File: src/hdl/wdt_pkg.sv
// shared constants for the watchdog timer with prescaler
package wdt_pkg;
    localparam int unsigned CLK_PERIOD_NS = 100;
    localparam int unsigned WDT_TIMEOUT_NS = 18000000;
    localparam int unsigned WDT_TIMEOUT_CYC = WDT_TIMEOUT_NS / CLK_PERIOD_NS;
    localparam int unsigned WDT_CNT_W = 18;
    localparam int unsigned PRESC_W = 7;

    // register indices as printed; byte address is four times the index
    localparam logic [15:0] OPTION_IDX = 16'h0081;
    localparam logic [15:0] CONFIG_IDX = 16'h2007;
    localparam logic [15:0] OPTION_ADDR = 16'h0204;
    localparam logic [15:0] CONFIG_ADDR = 16'h801C;
    localparam logic [15:0] IRQ_STS_ADDR = 16'h0000;
    localparam logic [15:0] IRQ_MASK_ADDR = 16'h0004;
    localparam logic [15:0] CORE_STS_ADDR = 16'h0008;

    localparam int unsigned OPT_ASSIGN_BIT = 3;
    localparam int unsigned OPT_RATE_LSB = 0;
    localparam int unsigned CFG_FUSE_BIT = 2;
    localparam int unsigned IRQ_RESET_BIT = 0;
    localparam int unsigned IRQ_WAKE_BIT = 1;
    localparam int unsigned CORE_TO_N_BIT = 0;
    localparam int unsigned CORE_SLEEP_BIT = 1;

    localparam logic [7:0] OPTION_RST = 8'hFF;
    localparam logic [7:0] CONFIG_RST = 8'hFF;
    localparam logic [1:0] IRQ_MASK_RST = 2'h0;

    typedef enum logic [0:0] {
        WDT_RUN = 1'b0,
        WDT_SLEEP = 1'b1
    } wdt_mode_t;
endpackage

File: src/hdl/wdt_presc_if.sv
// signals between the watchdog counter and its prescaler
`timescale 1ns/1ps
interface wdt_presc_if;
    logic clr;
    logic assign_wdt;
    logic [2:0] rate;
    logic tick_in;
    logic tick_out;
    modport ctrl (output clr, output assign_wdt, output rate, output tick_in, input tick_out);
    modport presc (input clr, input assign_wdt, input rate, input tick_in, output tick_out);
endinterface

File: src/hdl/wdt_prescaler.sv
// shared prescaler, divides oscillator ticks by 1 to 128 when assigned
`timescale 1ns/1ps
module wdt_prescaler
    import wdt_pkg::*;
(
    input wire logic sys_clk,
    input wire logic arst_n,
    wdt_presc_if.presc pif
);
    logic [PRESC_W-1:0] cnt_q;
    logic [PRESC_W-1:0] mask;

    function automatic logic [PRESC_W-1:0] rate_mask(input logic [2:0] rate);
        rate_mask = PRESC_W'((8'h01 << rate) - 8'h01);
    endfunction

    assign mask = rate_mask(pif.rate);

    // count is held at zero while the prescaler belongs to the other timer
    always_ff @(posedge sys_clk or negedge arst_n) begin
        if (!arst_n) begin
            cnt_q <= '0;
        end else if (pif.clr || !pif.assign_wdt) begin
            cnt_q <= '0;
        end else if (pif.tick_in) begin
            cnt_q <= cnt_q + PRESC_W'(1);
        end
    end

    assign pif.tick_out = pif.assign_wdt
        ? (pif.tick_in && ((cnt_q & mask) == mask))
        : pif.tick_in;

    chk_presc_cleared: assert property (@(posedge sys_clk) disable iff (!arst_n)
        pif.clr |=> cnt_q == '0) else $error("prescaler count not cleared");
    chk_rate_one: assert property (@(posedge sys_clk) disable iff (!arst_n)
        (pif.assign_wdt && pif.rate == 3'h0) |-> pif.tick_out == pif.tick_in)
        else $error("divide by one broken");
    chk_rate_max: assert property (@(posedge sys_clk) disable iff (!arst_n)
        (pif.tick_out && pif.assign_wdt && pif.rate == 3'h7) |-> cnt_q == 7'h7F)
        else $error("divide by 128 broken");
endmodule

File: src/hdl/wdt_timer.sv
// watchdog timer top: counter, sleep/wake control, apb registers, interrupt
//
// The APB register port was left to the implementer.
`timescale 1ns/1ps
module wdt_timer
    import wdt_pkg::*;
#(
    parameter int unsigned TIMEOUT_CYCLES = WDT_TIMEOUT_CYC
) (
    input wire logic sys_clk,
    input wire logic arst_n,
    input wire logic psel,
    input wire logic penable,
    input wire logic pwrite,
    input wire logic [15:0] paddr,
    input wire logic [31:0] pwdata,
    output logic [31:0] prdata,
    output logic pready,
    output logic pslverr,
    input wire logic clear_watchdog_instr,
    input wire logic sleep_instr,
    output logic device_reset,
    output logic core_wake,
    output logic core_sleeping,
    output logic timeout_status_n,
    output logic irq
);
    logic [7:0] option_q;
    logic [7:0] config_q;
    logic [1:0] irq_sts_q;
    logic [1:0] irq_mask_q;
    logic [WDT_CNT_W-1:0] cnt_q;
    logic [WDT_CNT_W-1:0] cnt_last;
    wdt_mode_t mode_q;
    logic to_n_q;
    logic reset_q;
    logic wake_q;
    logic [31:0] prdata_q;
    logic timeout;
    logic clr_wdt;
    logic fuse_on;
    logic wr_en;
    logic rd_setup;
    logic addr_ok;
    logic [31:0] rd_val;

    wdt_presc_if pif ();

    function automatic logic is_mapped(input logic [15:0] a);
        is_mapped = (a == OPTION_ADDR) || (a == CONFIG_ADDR) || (a == IRQ_STS_ADDR)
            || (a == IRQ_MASK_ADDR) || (a == CORE_STS_ADDR);
    endfunction

    assign cnt_last = WDT_CNT_W'(TIMEOUT_CYCLES - 1);
    assign fuse_on = config_q[CFG_FUSE_BIT];
    assign clr_wdt = clear_watchdog_instr || sleep_instr;

    // the sys_clk never stops; the core's halt in sleep is modelled by mode_q only,
    // so the tick below plays the part of the separate free-running oscillator
    assign pif.tick_in = fuse_on;
    assign pif.clr = clr_wdt;
    assign pif.assign_wdt = option_q[OPT_ASSIGN_BIT];
    assign pif.rate = option_q[OPT_RATE_LSB +: 3];

    wdt_prescaler u_presc (
        .sys_clk(sys_clk),
        .arst_n(arst_n),
        .pif(pif)
    );

    assign timeout = fuse_on && !clr_wdt && pif.tick_out && (cnt_q == cnt_last);

    always_ff @(posedge sys_clk or negedge arst_n) begin
        if (!arst_n) begin
            cnt_q <= '0;
        end else if (!fuse_on || clr_wdt) begin
            cnt_q <= '0;
        end else if (pif.tick_out) begin
            cnt_q <= timeout ? '0 : cnt_q + WDT_CNT_W'(1);
        end
    end

    always_ff @(posedge sys_clk or negedge arst_n) begin
        if (!arst_n) begin
            mode_q <= WDT_RUN;
        end else if (timeout) begin
            mode_q <= WDT_RUN;
        end else if (sleep_instr) begin
            mode_q <= WDT_SLEEP;
        end
    end

    always_ff @(posedge sys_clk or negedge arst_n) begin
        if (!arst_n) begin
            reset_q <= 1'b0;
            wake_q <= 1'b0;
        end else begin
            reset_q <= timeout && (mode_q == WDT_RUN);
            wake_q <= timeout && (mode_q == WDT_SLEEP);
        end
    end

    // the status bit is set again by clear and sleep, so software can tell
    // a watchdog reset from an ordinary one
    always_ff @(posedge sys_clk or negedge arst_n) begin
        if (!arst_n) begin
            to_n_q <= 1'b1;
        end else if (timeout) begin
            to_n_q <= 1'b0;
        end else if (clr_wdt) begin
            to_n_q <= 1'b1;
        end
    end

    assign device_reset = reset_q;
    assign core_wake = wake_q;
    assign core_sleeping = (mode_q == WDT_SLEEP);
    assign timeout_status_n = to_n_q;

    // apb slave: zero wait states, read data captured in the setup cycle
    assign wr_en = psel && penable && pwrite;
    assign rd_setup = psel && !penable && !pwrite;
    assign addr_ok = is_mapped(paddr);
    assign pready = 1'b1;
    assign pslverr = psel && penable && !addr_ok;

    always_ff @(posedge sys_clk or negedge arst_n) begin
        if (!arst_n) begin
            option_q <= OPTION_RST;
        end else if (wr_en && paddr == OPTION_ADDR) begin
            option_q <= pwdata[7:0];
        end
    end

    always_ff @(posedge sys_clk or negedge arst_n) begin
        if (!arst_n) begin
            config_q <= CONFIG_RST;
        end else if (wr_en && paddr == CONFIG_ADDR) begin
            config_q <= pwdata[7:0];
        end
    end

    always_ff @(posedge sys_clk or negedge arst_n) begin
        if (!arst_n) begin
            irq_mask_q <= IRQ_MASK_RST;
        end else if (wr_en && paddr == IRQ_MASK_ADDR) begin
            irq_mask_q <= pwdata[1:0];
        end
    end

    // sticky event bits: write one to clear, a new event in the same cycle wins
    always_ff @(posedge sys_clk or negedge arst_n) begin
        if (!arst_n) begin
            irq_sts_q <= '0;
        end else begin
            irq_sts_q <= (irq_sts_q & ~((wr_en && paddr == IRQ_STS_ADDR) ? pwdata[1:0] : 2'h0))
                | {reset_q, 1'b0} >> 1 | {wake_q, 1'b0};
        end
    end

    assign irq = |(irq_sts_q & irq_mask_q);

    always_comb begin
        rd_val = 32'h0000_0000;
        case (paddr)
            OPTION_ADDR: rd_val[7:0] = option_q;
            CONFIG_ADDR: rd_val[7:0] = config_q;
            IRQ_STS_ADDR: rd_val[1:0] = irq_sts_q;
            IRQ_MASK_ADDR: rd_val[1:0] = irq_mask_q;
            CORE_STS_ADDR: begin
                rd_val[CORE_TO_N_BIT] = to_n_q;
                rd_val[CORE_SLEEP_BIT] = (mode_q == WDT_SLEEP);
            end
            default: rd_val = 32'h0000_0000;
        endcase
    end

    always_ff @(posedge sys_clk or negedge arst_n) begin
        if (!arst_n) begin
            prdata_q <= 32'h0000_0000;
        end else if (rd_setup) begin
            prdata_q <= rd_val;
        end
    end

    assign prdata = prdata_q;

    // checks
    chk_run_timeout_reset: assert property (@(posedge sys_clk) disable iff (!arst_n)
        (timeout && mode_q == WDT_RUN) |=> device_reset && !core_wake)
        else $error("run time-out gave no reset");
    chk_sleep_timeout_wake: assert property (@(posedge sys_clk) disable iff (!arst_n)
        (timeout && mode_q == WDT_SLEEP) |=> core_wake && !device_reset && !core_sleeping)
        else $error("sleep time-out gave no wake");
    chk_fuse_off_silent: assert property (@(posedge sys_clk) disable iff (!arst_n)
        !fuse_on |=> !device_reset && !core_wake ##1 cnt_q == '0 || fuse_on)
        else $error("watchdog ran with fuse off");
    chk_clear_zeroes: assert property (@(posedge sys_clk) disable iff (!arst_n)
        (clear_watchdog_instr || sleep_instr) |=> cnt_q == '0 && !device_reset)
        else $error("clear did not zero count");
    chk_status_falls: assert property (@(posedge sys_clk) disable iff (!arst_n)
        timeout |=> !timeout_status_n)
        else $error("status bit not cleared on time-out");
    chk_period_bound: assert property (@(posedge sys_clk) disable iff (!arst_n)
        cnt_q <= cnt_last)
        else $error("count passed the period");
    chk_sleep_counts: assert property (@(posedge sys_clk) disable iff (!arst_n)
        (mode_q == WDT_SLEEP && pif.tick_out && !clr_wdt && fuse_on && cnt_q != cnt_last)
        |=> cnt_q == $past(cnt_q) + WDT_CNT_W'(1))
        else $error("count stalled in sleep");
    chk_assign_kept: assert property (@(posedge sys_clk) disable iff (!arst_n)
        (clear_watchdog_instr && !wr_en) |=> option_q == $past(option_q))
        else $error("clear touched the option register");
    chk_irq_level: assert property (@(posedge sys_clk) disable iff (!arst_n)
        reset_q |=> irq_sts_q[IRQ_RESET_BIT])
        else $error("reset event not latched");
    chk_opt_write: assert property (@(posedge sys_clk) disable iff (!arst_n)
        (wr_en && paddr == OPTION_ADDR) |=> pif.rate == $past(pwdata[2:0]))
        else $error("option write lost");

    cov_run_reset: cover property (@(posedge sys_clk) disable iff (!arst_n)
        timeout && mode_q == WDT_RUN);
    cov_sleep_wake: cover property (@(posedge sys_clk) disable iff (!arst_n)
        timeout && mode_q == WDT_SLEEP);
    cov_presc_timeout: cover property (@(posedge sys_clk) disable iff (!arst_n)
        timeout && pif.assign_wdt && pif.rate != 3'h0);
endmodule

File: config.mk
export PLATFORM = sky130hd
export DESIGN_NAME = wdt_timer
export DESIGN_NICKNAME = d
export VERILOG_FILES = /design/src/hdl/wdt_pkg.sv /design/src/hdl/wdt_presc_if.sv /design/src/hdl/wdt_prescaler.sv /design/src/hdl/wdt_timer.sv
export SDC_FILE = /design/constraint.sdc
export NUM_CORES = 1
export LEC_CHECK = 0
export BUFFER_PORTS_ARGS = -buffer_cell sky130_fd_sc_hd__buf_2
export CAP_MARGIN = 20
export CORE_MARGIN = 2
export CORE_UTILIZATION = 47
export DETAILED_ROUTE_END_ITERATION = 8
export GPL_TIMING_DRIVEN = 0
export PLACE_DENSITY_LB_ADDON = 0.08
export SETUP_SLACK_MARGIN = 0.1
export SLEW_MARGIN = 25
export SYNTH_ARGS = -nofsm -noshare
export SYNTH_HDL_FRONTEND = slang
export SYNTH_SLANG_ARGS = --single-unit
File: constraint.sdc
create_clock -name sys_clk -period 2.5 [get_ports sys_clk]
set_clock_uncertainty 0.05 [all_clocks]
set_input_delay 0.5 -clock sys_clk [delete_from_list [all_inputs] [get_ports sys_clk]]
set_output_delay 0.5 -clock sys_clk [all_outputs]
set_load 0.05 [all_outputs]
==> results of run 1 <==
cell families (layout without fill, tap and decap cells):
family          count (synthesis)  in the layout  synth area share, %
mux                            22             22                 7.58
other cells                     2             25                0.234
buf+inv                        42            125                 8.63
xor+xnor                        6              6                 1.64
fa+ha+maj                       3              3                 1.17
simple gates                  131            131                 21.5
compound gates                 56             56                 14.0
flops                          57             57                 45.2
per-layer routing:
layer | global-route usage (%) | vias up | share of wire (%)
met3 | 5.90 | 14 | 4.5
met1 | 25.6 | 1350 | 41
met4 | 8.81 | 0 | 1.7
li1 | - | 1332 | -
met2 | 39.0 | 67 | 53
met5 | 0 | - | 0
cell type report:
class	count	area [sq um]	area share, %
buffer	36	270	6.21
clock buffer	14	173	3.97
clock inverter	2	35.0	0.805
inverter	4	15.0	0.345
multi-input combinational	243	1820	41.7
sequential	57	1450	33.3
tap	80	100	2.30
timing repair buffer	69	495	11.4
critical path, delay by kind of cell (launching register included):
kind / cells / cell delay, ns
flip-flops: 1 / 0.52
AND/OR/NAND/NOR: 3 / 0.22
AO/OA/AOI/OAI: 4 / 0.99
adder cells (fa/ha/maj): 1 / 0.18
buffers and inverters: 4 / 0.64
metrics by stage:
step,setup slack (ns),setup TNS [ns]
floorplan,-0.0391,-0.205
CTS,-0.218,-3.35
finish,-0.234,-4.43
global placement,-0.682,-11.38
detailed placement,-0.722,-13.62
global route,-0.354,-7.02
flip-flops by register name (all words and copies together) (netlist names):
name              count
irq_mask_q            2
irq_sts_q             2
timeout_status_n      1
core_sleeping         1
device_reset          1
core_wake             1
cnt_q                18
prdata                8
option_q              8
u_presc.cnt_q         7
config_q              8
worst min path at each step:
stage	startpoint	slack (ns)	to	cells past startpoint
5_1_grt	arst_n	0.22	prdata[6]$_DFFE_PN0P_	1
3_3_place_gp	core_wake$_DFF_PN0_	0.39	irq_sts_q[1]$_DFF_PN0_	1
2_1_floorplan	arst_n	0.15	cnt_q[0]$_DFFE_PN0P_	0
3_5_place_dp	device_reset$_DFF_PN0_	0.40	irq_sts_q[0]$_DFF_PN0_	1
4_1_cts	arst_n	0.18	u_presc.cnt_q[3]$_DFFE_PN0P_	1
6_report	arst_n	0.16	prdata[6]$_DFFE_PN0P_	1
timing repair:
item | in CTS | in global routing
buffers inserted | 15 | 8
cloned | 2 | 1
resized for setup | 24 | 14
pin swaps | 14 | 12
endpoints found under the setup margin | 38 | 30
cell usage in the layout, fill, tap and decap left out, types with 6 or more instances in the layout:
master	netlist	routed
mux2_2	18	18
conb_1	2	25
buf_6	1	10
nor3_2	0	6
clkbuf_1	4	6
dfstp_2	17	17
a221o_1	8	8
buf_4	28	48
nor3_1	16	10
nor4_4	0	8
nand3_1	11	10
a21oi_1	13	12
nand4_1	6	6
a22oi_1	6	6
clkbuf_8	0	12
buf_2	5	39
dfrtp_1	40	40
nand2_1	30	30
nor2_1	28	27
where the power goes:
group          switching (mW)  total, mW  internal (mW)
clock network           0.358      0.899          0.541
registers              0.0102      0.955          0.944
logic                   0.226      0.303         0.0770
total                   0.594       2.16           1.56
synthesized netlist by cell type (all sizes together), types with 2 or more instances:
library cell	n
a22o	4
conb	2
inv	4
or3	4
nand4	6
xor2	4
nand3b	2
buf	34
o2bb2ai	2
nand2	30
dfrtp	40
a211o	4
dfstp	17
and4	3
nor3	16
ha	3
a21boi	2
nand2b	3
mux2	18
nor2	28
a21oi	14
a221o	8
nand3	11
and2	3
and3	2
o31ai	2
nor4	14
xnor2	2
clkbuf	4
mux2i	4
o21ai	4
a221oi	2
a22oi	6
a21o	2
nor4b	4
==> impl_results.html, run 1 <==
<table>
<tr><th>Metric</th><th>Value</th></tr>
<tr><th colspan="2">Synthesis</th></tr>
<tr><td>FF+latch count, synth</td><td>57</td></tr>
<tr><td>Cell area after technology mapping</td><td>0.00320 sq mm</td></tr>
<tr><td>Top FF cell, synth</td><td>dfrtp_1</td></tr>
<tr><td>Yosys top cell area share</td><td>31.3%</td></tr>
<tr><td>Count of flip-flops with a built-in enable after synthesis</td><td>0</td></tr>
<tr><td>Largest cells by area after synthesis</td><td>dfrtp_1 (31%), dfstp_2 (14%), buf_4 (6.6%)</td></tr>
<tr><td>Number of different library cells in the post-synthesis netlist</td><td>52</td></tr>
<tr><td>Sequential-to-total area share from yosys stat</td><td>45.2%</td></tr>
<tr><td>Gate count of the mapped netlist</td><td>319</td></tr>
<tr><td>Number of warnings issued by yosys</td><td>0</td></tr>
<tr><td>Per-instance average area after synthesis</td><td>10.0 sq um</td></tr>
<tr><td>Async set-or-reset flop fraction in the synthesized netlist</td><td>100%</td></tr>
<tr><td>Yosys top cell by area</td><td>dfrtp_1</td></tr>
<tr><th colspan="2">Timing</th></tr>
<tr><td>Max Slew Vio Count</td><td>0</td></tr>
<tr><td>Ratio of final minimum period to clock period</td><td>109%</td></tr>
<tr><td>Relative max-transition margin</td><td>46.5%</td></tr>
<tr><td>Final setup violation count</td><td>22</td></tr>
<tr><td>Least setup slack across all paths after layout</td><td>-0.234 ns</td></tr>
<tr><td>RSZ-0062 raised after global routing</td><td>yes</td></tr>
<tr><td>Final count of hold timing violations</td><td>0</td></tr>
<tr><td>Highest clock frequency the design can meet</td><td>366 MHz</td></tr>
<tr><td>Minimum clock period</td><td>2.73 ns</td></tr>
<tr><td>Transition time at the pin with the least slew margin</td><td>0.796 ns</td></tr>
<tr><td>Hold slack</td><td>0.162 ns</td></tr>
<tr><th colspan="2">Final layout</th></tr>
<tr><td>Number of filler cells placed in the layout</td><td>551</td></tr>
<tr><td>Non-filler instance count after layout</td><td>505</td></tr>
<tr><td>Final Util</td><td>65.1%</td></tr>
<tr><td>Share of cells above drive strength 1</td><td>43.1%</td></tr>
<tr><td>Inserted Diodes</td><td>0</td></tr>
<tr><td>NumNets Final</td><td>478</td></tr>
<tr><td>Synthesis-to-finish area growth</td><td>35.9%</td></tr>
<tr><td>Fin area</td><td>0.00435 sq mm</td></tr>
<tr><th colspan="2">Clock tree</th></tr>
<tr><td>Later-pin clock latency in the skew report</td><td>0.34 ns</td></tr>
<tr><td>Clock transition at the registers of the reported paths</td><td>0.06 ns</td></tr>
<tr><td>Maximum level of the CTS H-tree</td><td>3</td></tr>
<tr><td>CTS max path bufs</td><td>2</td></tr>
<tr><td>Cts bufs inserted</td><td>9</td></tr>
<tr><td>TritonCTS clock tree</td><td>yes</td></tr>
<tr><td>CTS hold repair buffers</td><td>0</td></tr>
<tr><td>Sinks on Clock Net</td><td>57</td></tr>
<tr><td>Clk root buf</td><td>clkbuf_8</td></tr>
<tr><th colspan="2">Placement</th></tr>
<tr><td>Placed Instance Area</td><td>0.00373 sq mm</td></tr>
<tr><td># port buffers</td><td>43</td></tr>
<tr><td>HPWL after detailed placement</td><td>5100 microns</td></tr>
<tr><td>Gp weighted congestion</td><td>0.894</td></tr>
<tr><td># placed instances</td><td>465</td></tr>
<tr><th colspan="2">Setup path</th></tr>
<tr><td>Req. time, crit path</td><td>2.67 ns</td></tr>
<tr><td>Sort of element at the end of the critical path</td><td>flop</td></tr>
<tr><td>Cells on worst reg2reg path</td><td>12</td></tr>
<tr><td>Launch point of the critical path</td><td>option_q[1]$_DFFE_PN1P_</td></tr>
<tr><td>Capturing point of the worst reg2reg path</td><td>cnt_q[2]$_DFFE_PN0P_</td></tr>
<tr><td>Slowest cell on the critical path</td><td>dfstp_2</td></tr>
<tr><td>Critical Path, Cell by Cell</td><td>buf_4, nor2_1, nand2_1, ha_4, nor2_1, a32o_1, a2111oi_4, buf_4, buf_4, a21oi_4, buf_4, a221o_1</td></tr>
<tr><td>Path type of the worst setup path</td><td>flop to flop</td></tr>
<tr><td>Data arrival time at the worst-slack endpoint</td><td>2.91 ns</td></tr>
<tr><td>CP startpoint kind</td><td>flop</td></tr>
<tr><td>Worst Path Max Fanout</td><td>10</td></tr>
<tr><td>Startpoint of the worst register-to-register path</td><td>option_q[1]$_DFFE_PN1P_</td></tr>
<tr><td>Critical path capture point</td><td>cnt_q[2]$_DFFE_PN0P_</td></tr>
<tr><td>Largest stage delay on the critical path</td><td>0.52 ns</td></tr>
<tr><td>Flop2flop setup slack</td><td>-0.23 ns</td></tr>
<tr><td>Cell occurring most often along the worst timing path</td><td>buf_4</td></tr>
<tr><th colspan="2">Detailed routing</th></tr>
<tr><td>First-pass DRT Iterations</td><td>4</td></tr>
<tr><td>Via count</td><td>2763</td></tr>
<tr><td>Drt drc</td><td>0</td></tr>
<tr><td>Drt total wl</td><td>7810 microns</td></tr>
<tr><td>Number of violations reported at the end of detailed-routing iteration 0</td><td>121</td></tr>
<tr><td>Detailed-route vias per instance</td><td>5.47</td></tr>
<tr><td>Routed wirelength normalized by instance count</td><td>15.5 microns</td></tr>
<tr><td>Number of routed nets with antenna violations</td><td>0</td></tr>
<tr><th colspan="2">Floorplan</th></tr>
<tr><td>Total number of placement rows</td><td>30</td></tr>
<tr><td>Die span in y</td><td>86.6 microns</td></tr>
<tr><td>Initial standard-cell utilization of the core</td><td>47.9%</td></tr>
<tr><td>Number of top-level pins</td><td>94</td></tr>
<tr><td>Floorplan Core Area</td><td>0.00668 sq mm</td></tr>
<tr><td>Overall die area</td><td>0.00749 sq mm</td></tr>
<tr><td>Horiz. Die Dim</td><td>86.6 microns</td></tr>
<tr><th colspan="2">Global routing</th></tr>
<tr><td>Total Routing Usage GR</td><td>22.1%</td></tr>
<tr><td>Pin count of the biggest net entering global routing</td><td>58</td></tr>
<tr><td>Via count of the first global-routing pass</td><td>2821</td></tr>
<tr><td>GR Overflow Total</td><td>0</td></tr>
<tr><td>Antenna violations before repair</td><td>0</td></tr>
<tr><td>Global-route wire length before repair</td><td>13000 microns</td></tr>
<tr><th colspan="2">Pwr</th></tr>
<tr><td>Maximum ir drop on the vdd rail</td><td>0.315 mV</td></tr>
<tr><td>Power, Total</td><td>2.16 mW</td></tr>
<tr><td>Power density over the cells</td><td>496 mW/mm^2</td></tr>
<tr><td>Cell leakage power</td><td>1.92 nW</td></tr>
<tr><th colspan="2">Status</th></tr>
<tr><td>Violations in the final reports</td><td>negative setup slack</td></tr>
<tr><td>Status</td><td>finished, violations left</td></tr>
<tr><th colspan="2">Min path</th></tr>
<tr><td>Hold/Removal Path Class</td><td>input port to async pin</td></tr>
<tr><th colspan="2">Flow run</th></tr>
<tr><td>Max cap viols</td><td>0</td></tr>
</table>
Note: power is estimated with default switching activity, not from simulation.
==> run 2, diff against run 1 <==
==> constraint.sdc (replaced) <==
create_clock -name sys_clk -period 2.5 [get_ports sys_clk]
set_clock_uncertainty 0.05 [all_clocks]
set_input_delay 0.125 -clock sys_clk [delete_from_list [all_inputs] [get_ports sys_clk]]
set_output_delay 0.125 -clock sys_clk [all_outputs]
set_load 0.05 [all_outputs]
==> run 2 against run 1 <==
Final cell count down 0.79%. Flip-flop and latch count unchanged. Cell area fell by 2.9%. Wire length is 3.0% lower. Core utilization shrank 1.9 points. Worst setup slack got worse by 0.0079 ns. First-iteration DRC count is 2.5% lower. Highest routed layer unchanged. Largest cell class unchanged. The flow still finishes with violations (negative setup slack). Die area did not move.
==> impl_results.html, run 2 (synthesis results as in run 1) <==
<table>
<tr><th>Metric</th><th>Value</th></tr>
<tr><th colspan="2">Status</th></tr>
<tr><td>Status</td><td>finished, violations left</td></tr>
<tr><td>Violations in the final reports</td><td>negative setup slack</td></tr>
<tr><th colspan="2">Detailed routing</th></tr>
<tr><td>Detailed-route vias per instance</td><td>5.39</td></tr>
<tr><td>Drt total wl</td><td>7570 microns</td></tr>
<tr><td>Routed wirelength normalized by instance count</td><td>15.1 microns</td></tr>
<tr><td>Drt drc</td><td>0</td></tr>
<tr><td>Number of routed nets with antenna violations</td><td>0</td></tr>
<tr><td>First-pass DRT Iterations</td><td>4</td></tr>
<tr><td>Number of violations reported at the end of detailed-routing iteration 0</td><td>118</td></tr>
<tr><td>Via count</td><td>2701</td></tr>
<tr><th colspan="2">Placement</th></tr>
<tr><td>Gp weighted congestion</td><td>0.886</td></tr>
<tr><td>Setup Slack @ Placement</td><td>-0.229 ns</td></tr>
<tr><td># port buffers</td><td>43</td></tr>
<tr><td>HPWL after detailed placement</td><td>4900 microns</td></tr>
<tr><td>Placed Instance Area</td><td>0.00371 sq mm</td></tr>
<tr><th colspan="2">Setup path</th></tr>
<tr><td>Data arrival time at the worst-slack endpoint</td><td>2.90 ns</td></tr>
<tr><td>CP startpoint kind</td><td>flop</td></tr>
<tr><td>Worst Path Max Fanout</td><td>8</td></tr>
<tr><td>Slowest cell on the critical path</td><td>or3_4</td></tr>
<tr><td>Largest delay contributor family on the critical path</td><td>compound AO/OA/AOI/OAI gates</td></tr>
<tr><td>Req. time, crit path</td><td>2.65 ns</td></tr>
<tr><td>Sort of element at the end of the critical path</td><td>flop</td></tr>
<tr><td>Critical Path, Cell by Cell</td><td>or3_4, ha_4, nor4b_2, a211o_1, a2111oi_4, buf_4, a21boi_4, nor2_4, buf_8, a221o_1</td></tr>
<tr><td>Critical path buffers and inverters</td><td>2</td></tr>
<tr><td>Largest stage delay on the critical path</td><td>0.41 ns</td></tr>
<tr><td>Path type of the worst setup path</td><td>flop to flop</td></tr>
<tr><th colspan="2">Timing</th></tr>
<tr><td>Highest clock frequency the design can meet</td><td>365 MHz</td></tr>
<tr><td>Final count of hold timing violations</td><td>0</td></tr>
<tr><td>Minimum clock period</td><td>2.74 ns</td></tr>
<tr><td>Least setup slack across all paths after layout</td><td>-0.242 ns</td></tr>
<tr><td>Relative max-transition margin</td><td>33.1%</td></tr>
<tr><td>Final setup violation count</td><td>22</td></tr>
<tr><td>Max Slew Vio Count</td><td>0</td></tr>
<tr><td>Ratio of final minimum period to clock period</td><td>110%</td></tr>
<tr><td>Transition time at the pin with the least slew margin</td><td>0.995 ns</td></tr>
<tr><td>RSZ-0062 raised after global routing</td><td>yes</td></tr>
<tr><th colspan="2">Global routing</th></tr>
<tr><td>Pin count of the biggest net entering global routing</td><td>58</td></tr>
<tr><td>GR Overflow Total</td><td>0</td></tr>
<tr><td>Via count of the first global-routing pass</td><td>2634</td></tr>
<tr><td>Global-route wire length before repair</td><td>12300 microns</td></tr>
<tr><td>Total Routing Usage GR</td><td>21.1%</td></tr>
<tr><td>Antenna violations before repair</td><td>0</td></tr>
<tr><th colspan="2">Floorplan</th></tr>
<tr><td>Total number of placement rows</td><td>30</td></tr>
<tr><td>Initial standard-cell utilization of the core</td><td>47.9%</td></tr>
<tr><td>Overall die area</td><td>0.00749 sq mm</td></tr>
<tr><td>Floorplan Core Area</td><td>0.00668 sq mm</td></tr>
<tr><td>Die span in y</td><td>86.6 microns</td></tr>
<tr><td>Number of top-level pins</td><td>94</td></tr>
<tr><td>Horiz. Die Dim</td><td>86.6 microns</td></tr>
<tr><th colspan="2">Pwr</th></tr>
<tr><td>Maximum ir drop on the vdd rail</td><td>0.299 mV</td></tr>
<tr><td>Cell leakage power</td><td>1.86 nW</td></tr>
<tr><td>Power density over the cells</td><td>481 mW/mm^2</td></tr>
<tr><td>Power, Total</td><td>2.03 mW</td></tr>
<tr><th colspan="2">Final layout</th></tr>
<tr><td>Synthesis-to-finish area growth</td><td>32.0%</td></tr>
<tr><td>Share of cells above drive strength 1</td><td>39.4%</td></tr>
<tr><td>Inserted Diodes</td><td>0</td></tr>
<tr><td>Most frequent cells in the layout</td><td>buf_2 (43), dfrtp_1 (40), buf_4 (37)</td></tr>
<tr><td>Largest register FFs</td><td>18</td></tr>
<tr><td>Most common cell after layout, fill and taps aside</td><td>buf_2</td></tr>
<tr><td>NumNets Final</td><td>474</td></tr>
<tr><td>Fin area</td><td>0.00423 sq mm</td></tr>
<tr><td>Largest Register</td><td>cnt_q</td></tr>
<tr><th colspan="2">Min path</th></tr>
<tr><td>Hold/Removal Path Class</td><td>input port to flop</td></tr>
<tr><th colspan="2">Clock tree</th></tr>
<tr><td>Clk root buf</td><td>clkbuf_8</td></tr>
<tr><td>CTS max path bufs</td><td>2</td></tr>
<tr><td>Later-pin clock latency in the skew report</td><td>0.33 ns</td></tr>
<tr><td>Maximum level of the CTS H-tree</td><td>3</td></tr>
<tr><td>TritonCTS clock tree</td><td>yes</td></tr>
<tr><td>Sinks on Clock Net</td><td>57</td></tr>
<tr><td>Clock transition at the registers of the reported paths</td><td>0.06 ns</td></tr>
<tr><td>Cts bufs inserted</td><td>9</td></tr>
<tr><th colspan="2">Flow run</th></tr>
<tr><td>Max cap viols</td><td>0</td></tr>
</table>
run 2: cell count changes in the layout (fill, tap and decap cells not counted), sizes merged:
cell,delta
bufinv,-1
dlygate4sd3,+8
a21oi,+1
clkinv,+2
buf,-14
run 2: repair_timing:
item	CTS	global route
pin swaps	9	17
hold buffers	8	0
buffers inserted	5	3
hold endpoints to repair	52	0
endpoints found under the setup margin	22	38
gates resized for setup	9	18
cloned	3	2
run 2: worst paths after layout:
| check | to | depth (start not counted) | startpoint | slack [ns] |
|---|---|---|---|---|
| max in group asynchronous | cnt_q[5]$_DFFE_PN0P_ | 2 | arst_n | 1.55 |
| hold / removal | option_q[0]$_DFFE_PN1P_ | 2 | pwdata[0] | 0.03 |
| setup / recovery | cnt_q[15]$_DFFE_PN0P_ | 10 | option_q[0]$_DFFE_PN1P_ | -0.24 |
| hold reg to reg | irq_sts_q[1]$_DFF_PN0_ | 1 | core_wake$_DFF_PN0_ | 0.41 |
| setup reg to reg | cnt_q[15]$_DFFE_PN0P_ | 10 | option_q[0]$_DFFE_PN1P_ | -0.24 |
| min in group asynchronous | prdata[5]$_DFFE_PN0P_ | 2 | arst_n | 0.36 |
run 2: power by group:
part	switching (mW)	leakage [nW]	total, mW	internal [mW]
registers	0.0101	0.713	0.954	0.944
clock network	0.363	0.0932	0.773	0.410
logic	0.224	1.06	0.305	0.0807
run 2: final cells by class:
| type | instances | area [sq um] |
|---|---|---|
| fill | 560 | 2450 |
| multi-input combinational | 244 | 1780 |
| sequential | 57 | 1450 |
| timing repair buffer | 63 | 428 |
| buffer | 37 | 285 |
| clock buffer | 13 | 159 |
| tap | 80 | 100 |
| clock inverter | 3 | 15.0 |
| inverter | 4 | 15.0 |
run 2: per-stage QoR:
step | hold WS [ns] | std cells | util (%) | TNS [ns]
2_1_floorplan | -0.221 | 342 | - | -0.202
3_3_place_gp | 0.311 | 465 | 55.5 | -4.98
3_5_place_dp | 0.174 | 465 | 55.5 | -5.17
4_1_cts | 0.0184 | 497 | 60.8 | -3.68
5_1_grt | 0.0378 | 501 | 63.3 | -6.19
6_report | 0.0313 | 501 | 63.3 | -3.80
run 2: layer usage:
layer | global-route usage, % | share of wire [%]
met5 | 0 | 0
met4 | 10.5 | 1.8
met3 | 3.43 | 3.8
met2 | 35.2 | 51
met1 | 26.6 | 44
